==> src/pkg/itd_cfg.svh <==
// Purpose: constants for the input tap delay control block
// Assumes: APB offsets are byte addresses, one aligned word per register
// Notes: field positions are bit indices inside the 32-bit words
// How it works
// 32 tap positions, 5-bit count, wraps
// output follows exactly one selected source
// controls sampled only on control clock
// fabric supplies running control clock
// step mode load returns to preset
// zero preset makes load a reset
// direct-load mode loads tap from bus
// staged-load mode loads tap from staging
// capture high writes bus into staging
// clear zeroes staging, staged-load mode only
// step enable moves tap one per tick
// no step enable, tap holds
// stepping starts/stops on next edge
// 31 up gives 0, 0 down gives 31
// static mode ignores stepping
// polarity flip inverts control clock sense
// fabric idles two cycles after flip
// current tap always reported
// fabric data may invert, never to pad
// fabric stages lanes, loads all together
// static mode tap fixed at preset
// preset 0 to 31, step start value
// load modes start tap at zero
// load beats step on same edge
// staging zero, tap at mode start
`ifndef ITD_CFG_SVH
`define ITD_CFG_SVH
`define ITD_CFG_OFS 12'h000
`define ITD_STAT_OFS 12'h004
`define ITD_MODE_LSB 0
`define ITD_SRC_BIT 2
`define ITD_INV_BIT 3
`define ITD_FLIP_BIT 4
`define ITD_PRESET_LSB 8
`define ITD_CFG_MASK 32'h0000_1F1F
`define ITD_CFG_RST 32'h0000_0000
`define ITD_STAT_STAGE_LSB 8
`define ITD_STAT_MODE_LSB 16
`define ITD_TAP_MAX 5'h1F
`define ITD_TAP_ZERO 5'h00
`define ITD_TAPS 32
`endif

==> src/pkg/itd_pkg.sv <==
// Purpose: shared types of the input tap delay control block
// Assumes: mode field is two bits wide
// Notes: enum order matches the mode field encoding
package itd_pkg;
  typedef enum logic [1:0] {
    MODE_STATIC,
    MODE_STEP,
    MODE_LOAD,
    MODE_PIPE
  } itd_mode_e;
  typedef logic [4:0] itd_tap_t;
endpackage : itd_pkg

==> src/rtl/itd_top.sv <==
// Purpose: control of a per-pin input delay line with 32 taps
// Assumes: ctrl_clk and the fabric controls arrive asynchronously to pclk
// Notes: software sets mode, source, preset and polarity over APB
`timescale 1ns/1ps
`include "itd_cfg.svh"
module itd_top
  import itd_pkg::*;
(
  input wire logic pclk,
  input wire logic presetn,
  input wire logic psel,
  input wire logic penable,
  input wire logic pwrite,
  input wire logic [11:0] paddr,
  input wire logic [31:0] pwdata,
  input wire logic [3:0] pstrb,
  output logic [31:0] prdata,
  output logic pready,
  output logic pslverr,
  input wire logic ctrl_clk,
  input wire logic staging_clear,
  input wire logic tap_load_strobe,
  input wire logic step_enable,
  input wire logic step_up,
  input wire logic staging_capture,
  input wire logic [4:0] tap_value_load_bus,
  input wire logic pad_data_in,
  input wire logic fabric_data_in,
  output logic delayed_out,
  output logic [4:0] tap_value_report
);
  logic [31:0] cfg;
  logic [31:0] next_cfg;
  logic acc;
  logic cfg_wr;
  logic [10:0] ctl_raw;
  logic [10:0] ctl;
  logic [1:0] dat;
  logic s_clk;
  logic s_clr;
  logic s_load;
  logic s_ce;
  logic s_up;
  logic s_cap;
  itd_tap_t s_bus;
  logic pol;
  logic pol_prev;
  logic tick;
  itd_mode_e mode;
  itd_tap_t preset;
  logic src_fabric;
  logic fab_inv;
  logic pol_flip;
  itd_tap_t tap;
  itd_tap_t staging;
  logic line_in;

  function automatic logic hit(input logic [11:0] a, input logic [11:0] o);
    hit = (a[11:2] == o[11:2]);
  endfunction : hit

  function automatic itd_tap_t tap_step(input itd_tap_t t, input logic up);
    // Natural 5-bit overflow gives the wraparound at both ends
    tap_step = up ? 5'(t + 5'h01) : 5'(t - 5'h01);
  endfunction : tap_step

  function automatic itd_tap_t mode_start(input itd_mode_e m,
                                          input itd_tap_t p);
    mode_start = (m == MODE_STATIC || m == MODE_STEP) ? p : `ITD_TAP_ZERO;
  endfunction : mode_start

  assign mode = itd_mode_e'(cfg[`ITD_MODE_LSB +: 2]);
  assign preset = cfg[`ITD_PRESET_LSB +: 5];
  assign src_fabric = cfg[`ITD_SRC_BIT];
  assign fab_inv = cfg[`ITD_INV_BIT];
  assign pol_flip = cfg[`ITD_FLIP_BIT];

  // APB: one wait state, so every output is registered
  assign acc = psel && penable && pready;
  assign cfg_wr = acc && pwrite && hit(paddr, `ITD_CFG_OFS);

  always_ff @(posedge pclk or negedge presetn)
  begin
    if (!presetn)
      pready <= 1'b0;
    else
      pready <= psel && penable && !pready;
  end

  always_ff @(posedge pclk or negedge presetn)
  begin
    if (!presetn)
    begin
      prdata <= 32'h0000_0000;
      pslverr <= 1'b0;
    end
    else if (psel && penable && !pready)
    begin
      prdata <= 32'h0000_0000;
      pslverr <= 1'b0;
      if (hit(paddr, `ITD_CFG_OFS))
      begin
        if (!pwrite)
          prdata <= cfg;
      end
      else if (hit(paddr, `ITD_STAT_OFS))
      begin
        // Status is read only; a write there is refused
        pslverr <= pwrite;
        if (!pwrite)
        begin
          prdata[4:0] <= tap;
          prdata[`ITD_STAT_STAGE_LSB +: 5] <= staging;
          prdata[`ITD_STAT_MODE_LSB +: 2] <= mode;
        end
      end
      else
        pslverr <= 1'b1;
    end
  end

  always_comb
  begin
    next_cfg = cfg;
    for (int i = 0; i < 4; i++)
    begin
      if (pstrb[i])
        next_cfg[i*8 +: 8] = pwdata[i*8 +: 8];
    end
    next_cfg = next_cfg & `ITD_CFG_MASK;
  end

  // preset field holds 0 to 31
  always_ff @(posedge pclk or negedge presetn)
  begin
    if (!presetn)
      cfg <= `ITD_CFG_RST;
    else if (cfg_wr)
      cfg <= next_cfg;
  end

  // controls cross into pclk first
  assign ctl_raw = {ctrl_clk, staging_clear, tap_load_strobe, step_enable,
                    step_up, staging_capture, tap_value_load_bus};

  itd_sync #(
    .W(11)
  ) u_ctl_sync (
    .pclk(pclk),
    .presetn(presetn),
    .d(ctl_raw),
    .q(ctl)
  );

  itd_sync #(
    .W(2)
  ) u_dat_sync (
    .pclk(pclk),
    .presetn(presetn),
    .d({pad_data_in, fabric_data_in}),
    .q(dat)
  );

  assign s_clk = ctl[10];
  assign s_clr = ctl[9];
  assign s_load = ctl[8];
  assign s_ce = ctl[7];
  assign s_up = ctl[6];
  assign s_cap = ctl[5];
  assign s_bus = ctl[4:0];

  // flip inverts the sensed control clock
  assign pol = s_clk ^ pol_flip;

  always_ff @(posedge pclk or negedge presetn)
  begin
    if (!presetn)
      pol_prev <= 1'b0;
    else
      pol_prev <= pol;
  end

  // a flip may fake one edge; fabric keeps controls idle then
  // no ticks without a running control clock
  assign tick = pol && !pol_prev;

  always_ff @(posedge pclk or negedge presetn)
  begin
    if (!presetn)
      staging <= `ITD_TAP_ZERO;
    // reconfiguration empties staging
    else if (cfg_wr)
      staging <= `ITD_TAP_ZERO;
    else if (tick)
    begin
      // clear only acts in staged-load mode
      if (s_clr && mode == MODE_PIPE)
        staging <= `ITD_TAP_ZERO;
      // capture copies the load bus
      else if (s_cap)
        staging <= s_bus;
    end
  end

  always_ff @(posedge pclk or negedge presetn)
  begin
    if (!presetn)
      tap <= `ITD_TAP_ZERO;
    // start value follows the new mode
    else if (cfg_wr)
      tap <= mode_start(itd_mode_e'(next_cfg[`ITD_MODE_LSB +: 2]),
                        next_cfg[`ITD_PRESET_LSB +: 5]);
    // static mode never moves
    else if (tick && mode != MODE_STATIC)
    begin
      // load wins over step
      if (s_load)
      begin
        case (mode)
          // back to preset, zero by default
          MODE_STEP: tap <= preset;
          // direct load from the bus
          MODE_LOAD: tap <= s_bus;
          // staged load from staging
          MODE_PIPE: tap <= staging;
          default: tap <= tap;
        endcase
      end
      // one wrapping step per sampled edge
      else if (s_ce)
        tap <= tap_step(tap, s_up);
      // without enable the tap holds
    end
  end

  // fabric data may be inverted; it only ever reaches delayed_out
  // exactly one source feeds the line
  assign line_in = src_fabric ? (dat[0] ^ fab_inv) : dat[1];

  // R01 32 positions held in a 5-bit count
  itd_delay_line u_line (
    .pclk(pclk),
    .presetn(presetn),
    .din(line_in),
    .tap(tap),
    .dout(delayed_out)
  );

  // report tracks the tap one cycle later
  always_ff @(posedge pclk or negedge presetn)
  begin
    if (!presetn)
      tap_value_report <= `ITD_TAP_ZERO;
    else
      tap_value_report <= tap;
  end

  logic step_go;
  assign step_go = tick && mode != MODE_STATIC && !s_load && !cfg_wr && s_ce;
endmodule : itd_top

==> src/rtl/itd_sync.sv <==
// Purpose: two-flop synchroniser for a group of level inputs
// Assumes: bits of a group are stable together around control edges
// Notes: only the second stage is visible outside
`timescale 1ns/1ps
module itd_sync #(
  parameter int W = 1
) (
  input wire logic pclk,
  input wire logic presetn,
  input wire logic [W-1:0] d,
  output logic [W-1:0] q
);
  logic [W-1:0] meta;

  always_ff @(posedge pclk or negedge presetn)
  begin
    if (!presetn)
    begin
      meta <= '0;
      q <= '0;
    end
    else
    begin
      meta <= d;
      q <= meta;
    end
  end
endmodule : itd_sync

==> src/rtl/itd_delay_line.sv <==
// Purpose: tapped delay line, one pclk per tap
// Assumes: tap changes take effect on the next edge
// Notes: a tap jump may skip or repeat samples at the output
`timescale 1ns/1ps
`include "itd_cfg.svh"
module itd_delay_line
  import itd_pkg::*;
(
  input wire logic pclk,
  input wire logic presetn,
  input wire logic din,
  input wire itd_tap_t tap,
  output logic dout
);
  logic [`ITD_TAPS-1:0] chain;

  always_ff @(posedge pclk or negedge presetn)
  begin
    if (!presetn)
    begin
      chain <= '0;
      dout <= 1'b0;
    end
    else
    begin
      chain <= {chain[`ITD_TAPS-2:0], din};
      dout <= chain[tap];
    end
  end
endmodule : itd_delay_line

==> config.mk <==
export PLATFORM = sky130hd
export DESIGN_NAME = itd_top
export DESIGN_NICKNAME = d
export VERILOG_FILES = /design/src/pkg/itd_pkg.sv /design/src/rtl/itd_top.sv /design/src/rtl/itd_sync.sv /design/src/rtl/itd_delay_line.sv
export VERILOG_INCLUDE_DIRS = /design/src /design/src/pkg
export SDC_FILE = /design/constraint.sdc
export NUM_CORES = 1
export LEC_CHECK = 0
export BUFFER_PORTS_ARGS = -buffer_cell sky130_fd_sc_hd__buf_2
export CORE_MARGIN = 5
export CORE_UTILIZATION = 52
export DETAILED_ROUTE_END_ITERATION = 6
export PLACE_DENSITY = 0.79
export SLEW_MARGIN = 20
export SYNTH_ARGS = -nofsm -noshare
export SYNTH_HDL_FRONTEND = slang
export SYNTH_SLANG_ARGS = --single-unit
==> constraint.sdc <==
create_clock -name pclk -period 2.7 [get_ports pclk]
set_input_delay 0.405 -clock pclk [delete_from_list [all_inputs] [get_ports pclk]]
set_output_delay 0.405 -clock pclk [all_outputs]
set_load 0.1 [all_outputs]
# Yosys cells after proc, flatten, opt, wreduce, memory -nomap -nowiden
# Index checks and enable logic that the tools add are counted.
# word_totals
register_bits	119
latchBits	0
ramBits	0
mem_bits_ro	0
in_bits	66
word_cells	78
mem_count	0
# classes
addsub	2
multipliers	0
n_div	0
magnitude_cmp	1
eq_ne	6
shift	0
n_mux	31
bitwise	2
reduce_logical	21
# op_table
operator	count
2-to-1 mux 5 bit	17
case mux 5 bit (3 select lines)	1
2-to-1 mux 14 bit	1
2-to-1 mux 13 bit	1
equality test 10 x 1 -> 1 bit, second input constant	1
logical NOT 10 bit	1
logical AND 1 bit	8
2-to-1 mux 2 bit	4
< comparator 5 x 6 -> 1 bit, second input constant	1
2-to-1 mux 3 bit	2
nonzero test 2 bit	3
nonzero test 3 bit	2
adder 5 x 1 -> 5 bit, second input constant	1
binary-select mux 1 bit (select 5 bit)	1
!= test 5 bit, second input constant	1
subtractor 5 x 1 -> 5 bit, second input constant	1
equality test 2 x 1 -> 1 bit, second input constant	2
equality test 2 bit, second input constant	2
2-to-1 mux 1 bit	4
AND reduction 2 bit	2
AND reduction 3 bit	1
logical NOT 1 bit	2
logical NOT 2 bit	1
XOR 1 bit	2
logical OR 1 bit	1

# Depth between registers and ports, before layout
# logic_depth
word_depth	6
depth_mapped	8
mapped_depth_nobuf	7

# Cells and area by module
# A second synthesis with hierarchy kept.
# hier_totals
cells_unflattened	328
area_unflattened_um2	4056.4
# modules_own_cells
module	instances	cells_each	area_each_um2
itd_top	1	228	2254.7
itd_delay_line	1	74	1151.1
itd_sync (u_ctl_sync)	1	22	550.5
itd_sync (u_dat_sync)	1	4	100.1

# Least setup slack after synthesis
# OpenSTA, ideal clock, no wires.
# synth_timing
path_type	register -> register
from	reg pready
to	reg tap[4]
setup_ps	77
t_arrival_ps	2168
required_time_ps	2623
slack_ps	455
stages_incl_launch_ff	6
path_buffers	1
period_less_slack_ps	2245
cell_sequence	dfrtp_1 -> nand2_1 -> or4_4 -> buf_6 -> or3_1 -> o21ai_1
# synth_via
elab_chain_len	5
word_cells_on_any_way	8
cone_classes	1 x eq/ne; 1 x mux; 6 x reduce/logical
# synth_lines
element	line	rtl
start, declared	itd_top.sv:18	output logic pready,
start signal, assigned	itd_top.sv:87	pready <= psel && penable && !pready;
logical AND 1 bit (*)	itd_top.sv:79	assign acc = psel && penable && pready;
logical AND 1 bit (*) (2 in a row)	itd_top.sv:80	assign cfg_wr = acc && pwrite && hit(paddr, `ITD_CFG_OFS);
!= test 5 bit (no line) (tied with other cells)	-	
AND reduction 3 bit (no line)	-	
end signal, assigned	itd_top.sv:208	tap <= `ITD_TAP_ZERO;
end signal, assigned	itd_top.sv:211	tap <= mode_start(itd_mode_e'(next_cfg[`ITD_MODE_LSB +: 2]),
end signal, assigned	itd_top.sv:221	MODE_STEP: tap <= preset;
end, declared	itd_top.sv:54	itd_tap_t tap;
# Every way passes the cells marked *; elsewhere a longest branch is shown, timed or not.
# A chain may end at the register's enable or synchronous reset.

# Final worst setup path
# layout_timing
from	reg tap[0]
to	reg u_line.dout
# layout_via
elab_chain_len	2
# layout_lines
element	line	rtl
binary-select mux 1 bit (select 5 bit)	itd_delay_line.sv:27	dout <= chain[tap];
2-to-1 mux 1 bit (implied by the code)	itd_delay_line.sv:27	
end signal, assigned	itd_delay_line.sv:27	
end, declared	itd_delay_line.sv:13	output logic dout
# Every way passes these cells. The select of a mux whose other input is x is not followed.

==> impl_metrics.json <==
{
  "status": "complete, no violations",
  "cp.arrival_ns": 2.20,
  "rsz0062_at_grt": "false",
  "dp_hpwl_mm": 5.41,
  "routed_wirelength_mm": 7.45,
  "ios": 106,
  "critPathLaunchType": "flop",
  "cts_setup_buffers": 0,
  "p_leak_nw": 2.17,
  "area_delta_synth_final_pct": 14.4,
  "routabilityCongestion": 0.813,
  "slew_headroom": 0.572,
  "vias_per_cell": 5.24,
  "synth_top_area_share": 0.624,
  "first_pass_iters": 4,
  "required_ns": 2.96,
  "antenna_found_initial": 0,
  "hold_path.class": "primary input to async pin",
  "postCtsHoldBufs": 0,
  "synthCells": 303,
  "grt_max_degree": 55,
  "finalMaxSlewViolations": 0,
  "synth.yosys.seq_area_share": 0.624,
  "setup_violations": 0,
  "grt_pass1_vias": 2528,
  "hold_slack_ns": 0.0698,
  "initial_core_util": 0.542,
  "cap_viol_max_count": 0,
  "yosys.area.top_type": "dfrtp_1",
  "die_area_um2": 9480,
  "max_freq_mhz": 515,
  "ant_nets": 0,
  "cp_cell_sequence": "mux4_2 -> and2_0 -> a2111oi_0 -> a41oi_1 -> and3_1",
  "max_stage_delay_ns": 0.52,
  "synthTopCellsByArea": "dfrtp_1, mux2i_1, mux4_2",
  "groute.usage.overall": 0.167,
  "chipHeight_um": 97.4,
  "synth-main-ff-cell": "dfrtp_1",
  "ir_drop_v": 0.000340,
  "p_per_area_nw_per_um2": 647,
  "yosys_register_bits": 99,
  "rows": 31,
  "mostFrequentLayoutCells": "dfrtp_1, buf_2, nand2_1",
  "drc_errors": 0,
  "cts_resized": 0,
  "clkTransAtPathRegs_ns": 0.09,
  "hold_violations": 0,
  "layout-drive-gt1-share": 0.270,
  "regToRegSetupSlack_ns": 0.76,
  "ys_types": 48,
  "crit_type": "flop to flop",
  "vias": 2463,
  "die_w_um": 97.4,
  "synth_edf_count": 0,
  "final_nets": 436,
  "cts_tree": "yes",
  "yosysWarnings": 0,
  "core_um2": 7330,
  "tightest_slew_ns": 0.642,
  "tns_ns": 0,
  "grt_pass1_wl_mm": 12.5,
  "end_kind": "flop",
  "slowest_stage": "mux4_2",
  "async_flop_share": 1.00,
  "worst-path-max-fanout": 4,
  "clock-sinks": 99,
  "fin_skew_ns": 0.00898,
  "antenna_cells": 0,
  "cts_buffer_depth": 2,
  "wire_per_inst_um": 15.8,
  "postSynthAreaPerCell_um2": 13.1,
  "fin_crit_sh": 0.719,
  "period_needed_ns": 1.94,
  "final_common_cell": "dfrtp_1",
  "clock_latency_ns": 0.36,
  "dr.first_iter.drc_count": 151,
  "syn-cell-area_um2": 3970,
  "h-tree-depth": 3,
  "port_buffers": 59,
  "overflow": 0,
  "fill_cells": 575,
  "cts_buffers": 9,
  "clk_root_buffer_cell": "clkbuf_8"
}
==> state kept, by name, summed over array words and instances, names as in the netlist, 5 cells and up, named ones only <==
| signal | cells |
|---|---|
| tap_value_report | 5 |
| u_ctl_sync.meta | 11 |
| tap | 5 |
| u_line.chain | 32 |
| u_ctl_sync.q | 11 |
| cfg | 9 |
| prdata | 12 |
| staging | 5 |
==> logic make-up after synthesis <==
| logic type | share of synthesized area |
|---|---|
| compound gates | 0.0759 |
| xor+xnor | 0.0132 |
| fa+ha+maj | 0.0145 |
| buf+inv | 0.0586 |
| flops | 0.624 |
| mux | 0.121 |
| other cells | 0.000944 |
| simple gates | 0.0917 |
==> critical path, delay by kind of cell, from the launching register on <==
kind / cells / cell delay [ns]
compound gates: 2 / 0.48
flops: 1 / 0.46
mux: 1 / 0.52
simple gates: 2 / 0.37
==> area by class of cell <==
type	count	area, um2	area share
clock buffers	11	141	0.0311
well taps	99	124	0.0273
flip-flops and latches	99	2480	0.545
inverters	6	22.5	0.00496
repair buffers	66	363	0.0798
clock inverters	5	83.8	0.0184
multi-input cells	184	1330	0.293
==> per-layer routing <==
metal	GRT usage	share of wire
met1	0.234	0.47
met2	0.245	0.44
met3	0.0495	0.077
met4	0.0671	0.016
met5	0	0
==> Yosys cell counts (3+ instances only) <==
cell      instances
dfrtp_1          99
inv_1             5
clkbuf_1          7
a21oi_1           8
o21ai_1          17
nor2_1           14
mux4_2            8
nor3_1            4
o21ai_0           3
a31oi_1           7
mux2_1            3
mux2_2            6
xnor2_1           4
ha_1              3
mux2i_1          20
buf_4            20
or3_1             4
buf_2             3
nor2b_1           5
nand2_1          27
==> power breakdown <==
group          internal [mW]  switching [mW]
sequential              1.54          0.0364
clock                  0.550           0.492
combinational         0.0766           0.242
==> final timing paths <==
check | start | end | cells past startpoint
min in group pclk | tap_value_load_bus[1] | u_ctl_sync.meta[1]$_DFF_PN0_ | 1
max | tap[0]$_DFFE_PN0P_ | u_line.dout$_DFF_PN0_ | 5
max reg2reg | tap[0]$_DFFE_PN0P_ | u_line.dout$_DFF_PN0_ | 5
max in group asynchronous | presetn | prdata[9]$_DFFE_PN0P_ | 2
min | presetn | u_line.chain[11]$_DFF_PN0_ | 1
min reg2reg | u_ctl_sync.meta[0]$_DFF_PN0_ | u_ctl_sync.q[0]$_DFF_PN0_ | 0
==> metrics by stage <==
stage | util | instances | instance area [um2] | setup WS [ns] | total power, mW
final | 0.620 | 470 | 4540 | 0.760 | 2.94
after global routing | 0.620 | 470 | 4540 | 0.575 | 3.07
after CTS | 0.620 | 470 | 4540 | 0.758 | 2.97
after detailed placement | 0.589 | 454 | 4320 | 0.535 | 1.93
after global placement | 0.589 | 454 | 4320 | 0.553 | 1.92
after floorplan | - | 322 | 4040 | 0.455 | 1.86
Power figures use the tool's default switching activity.
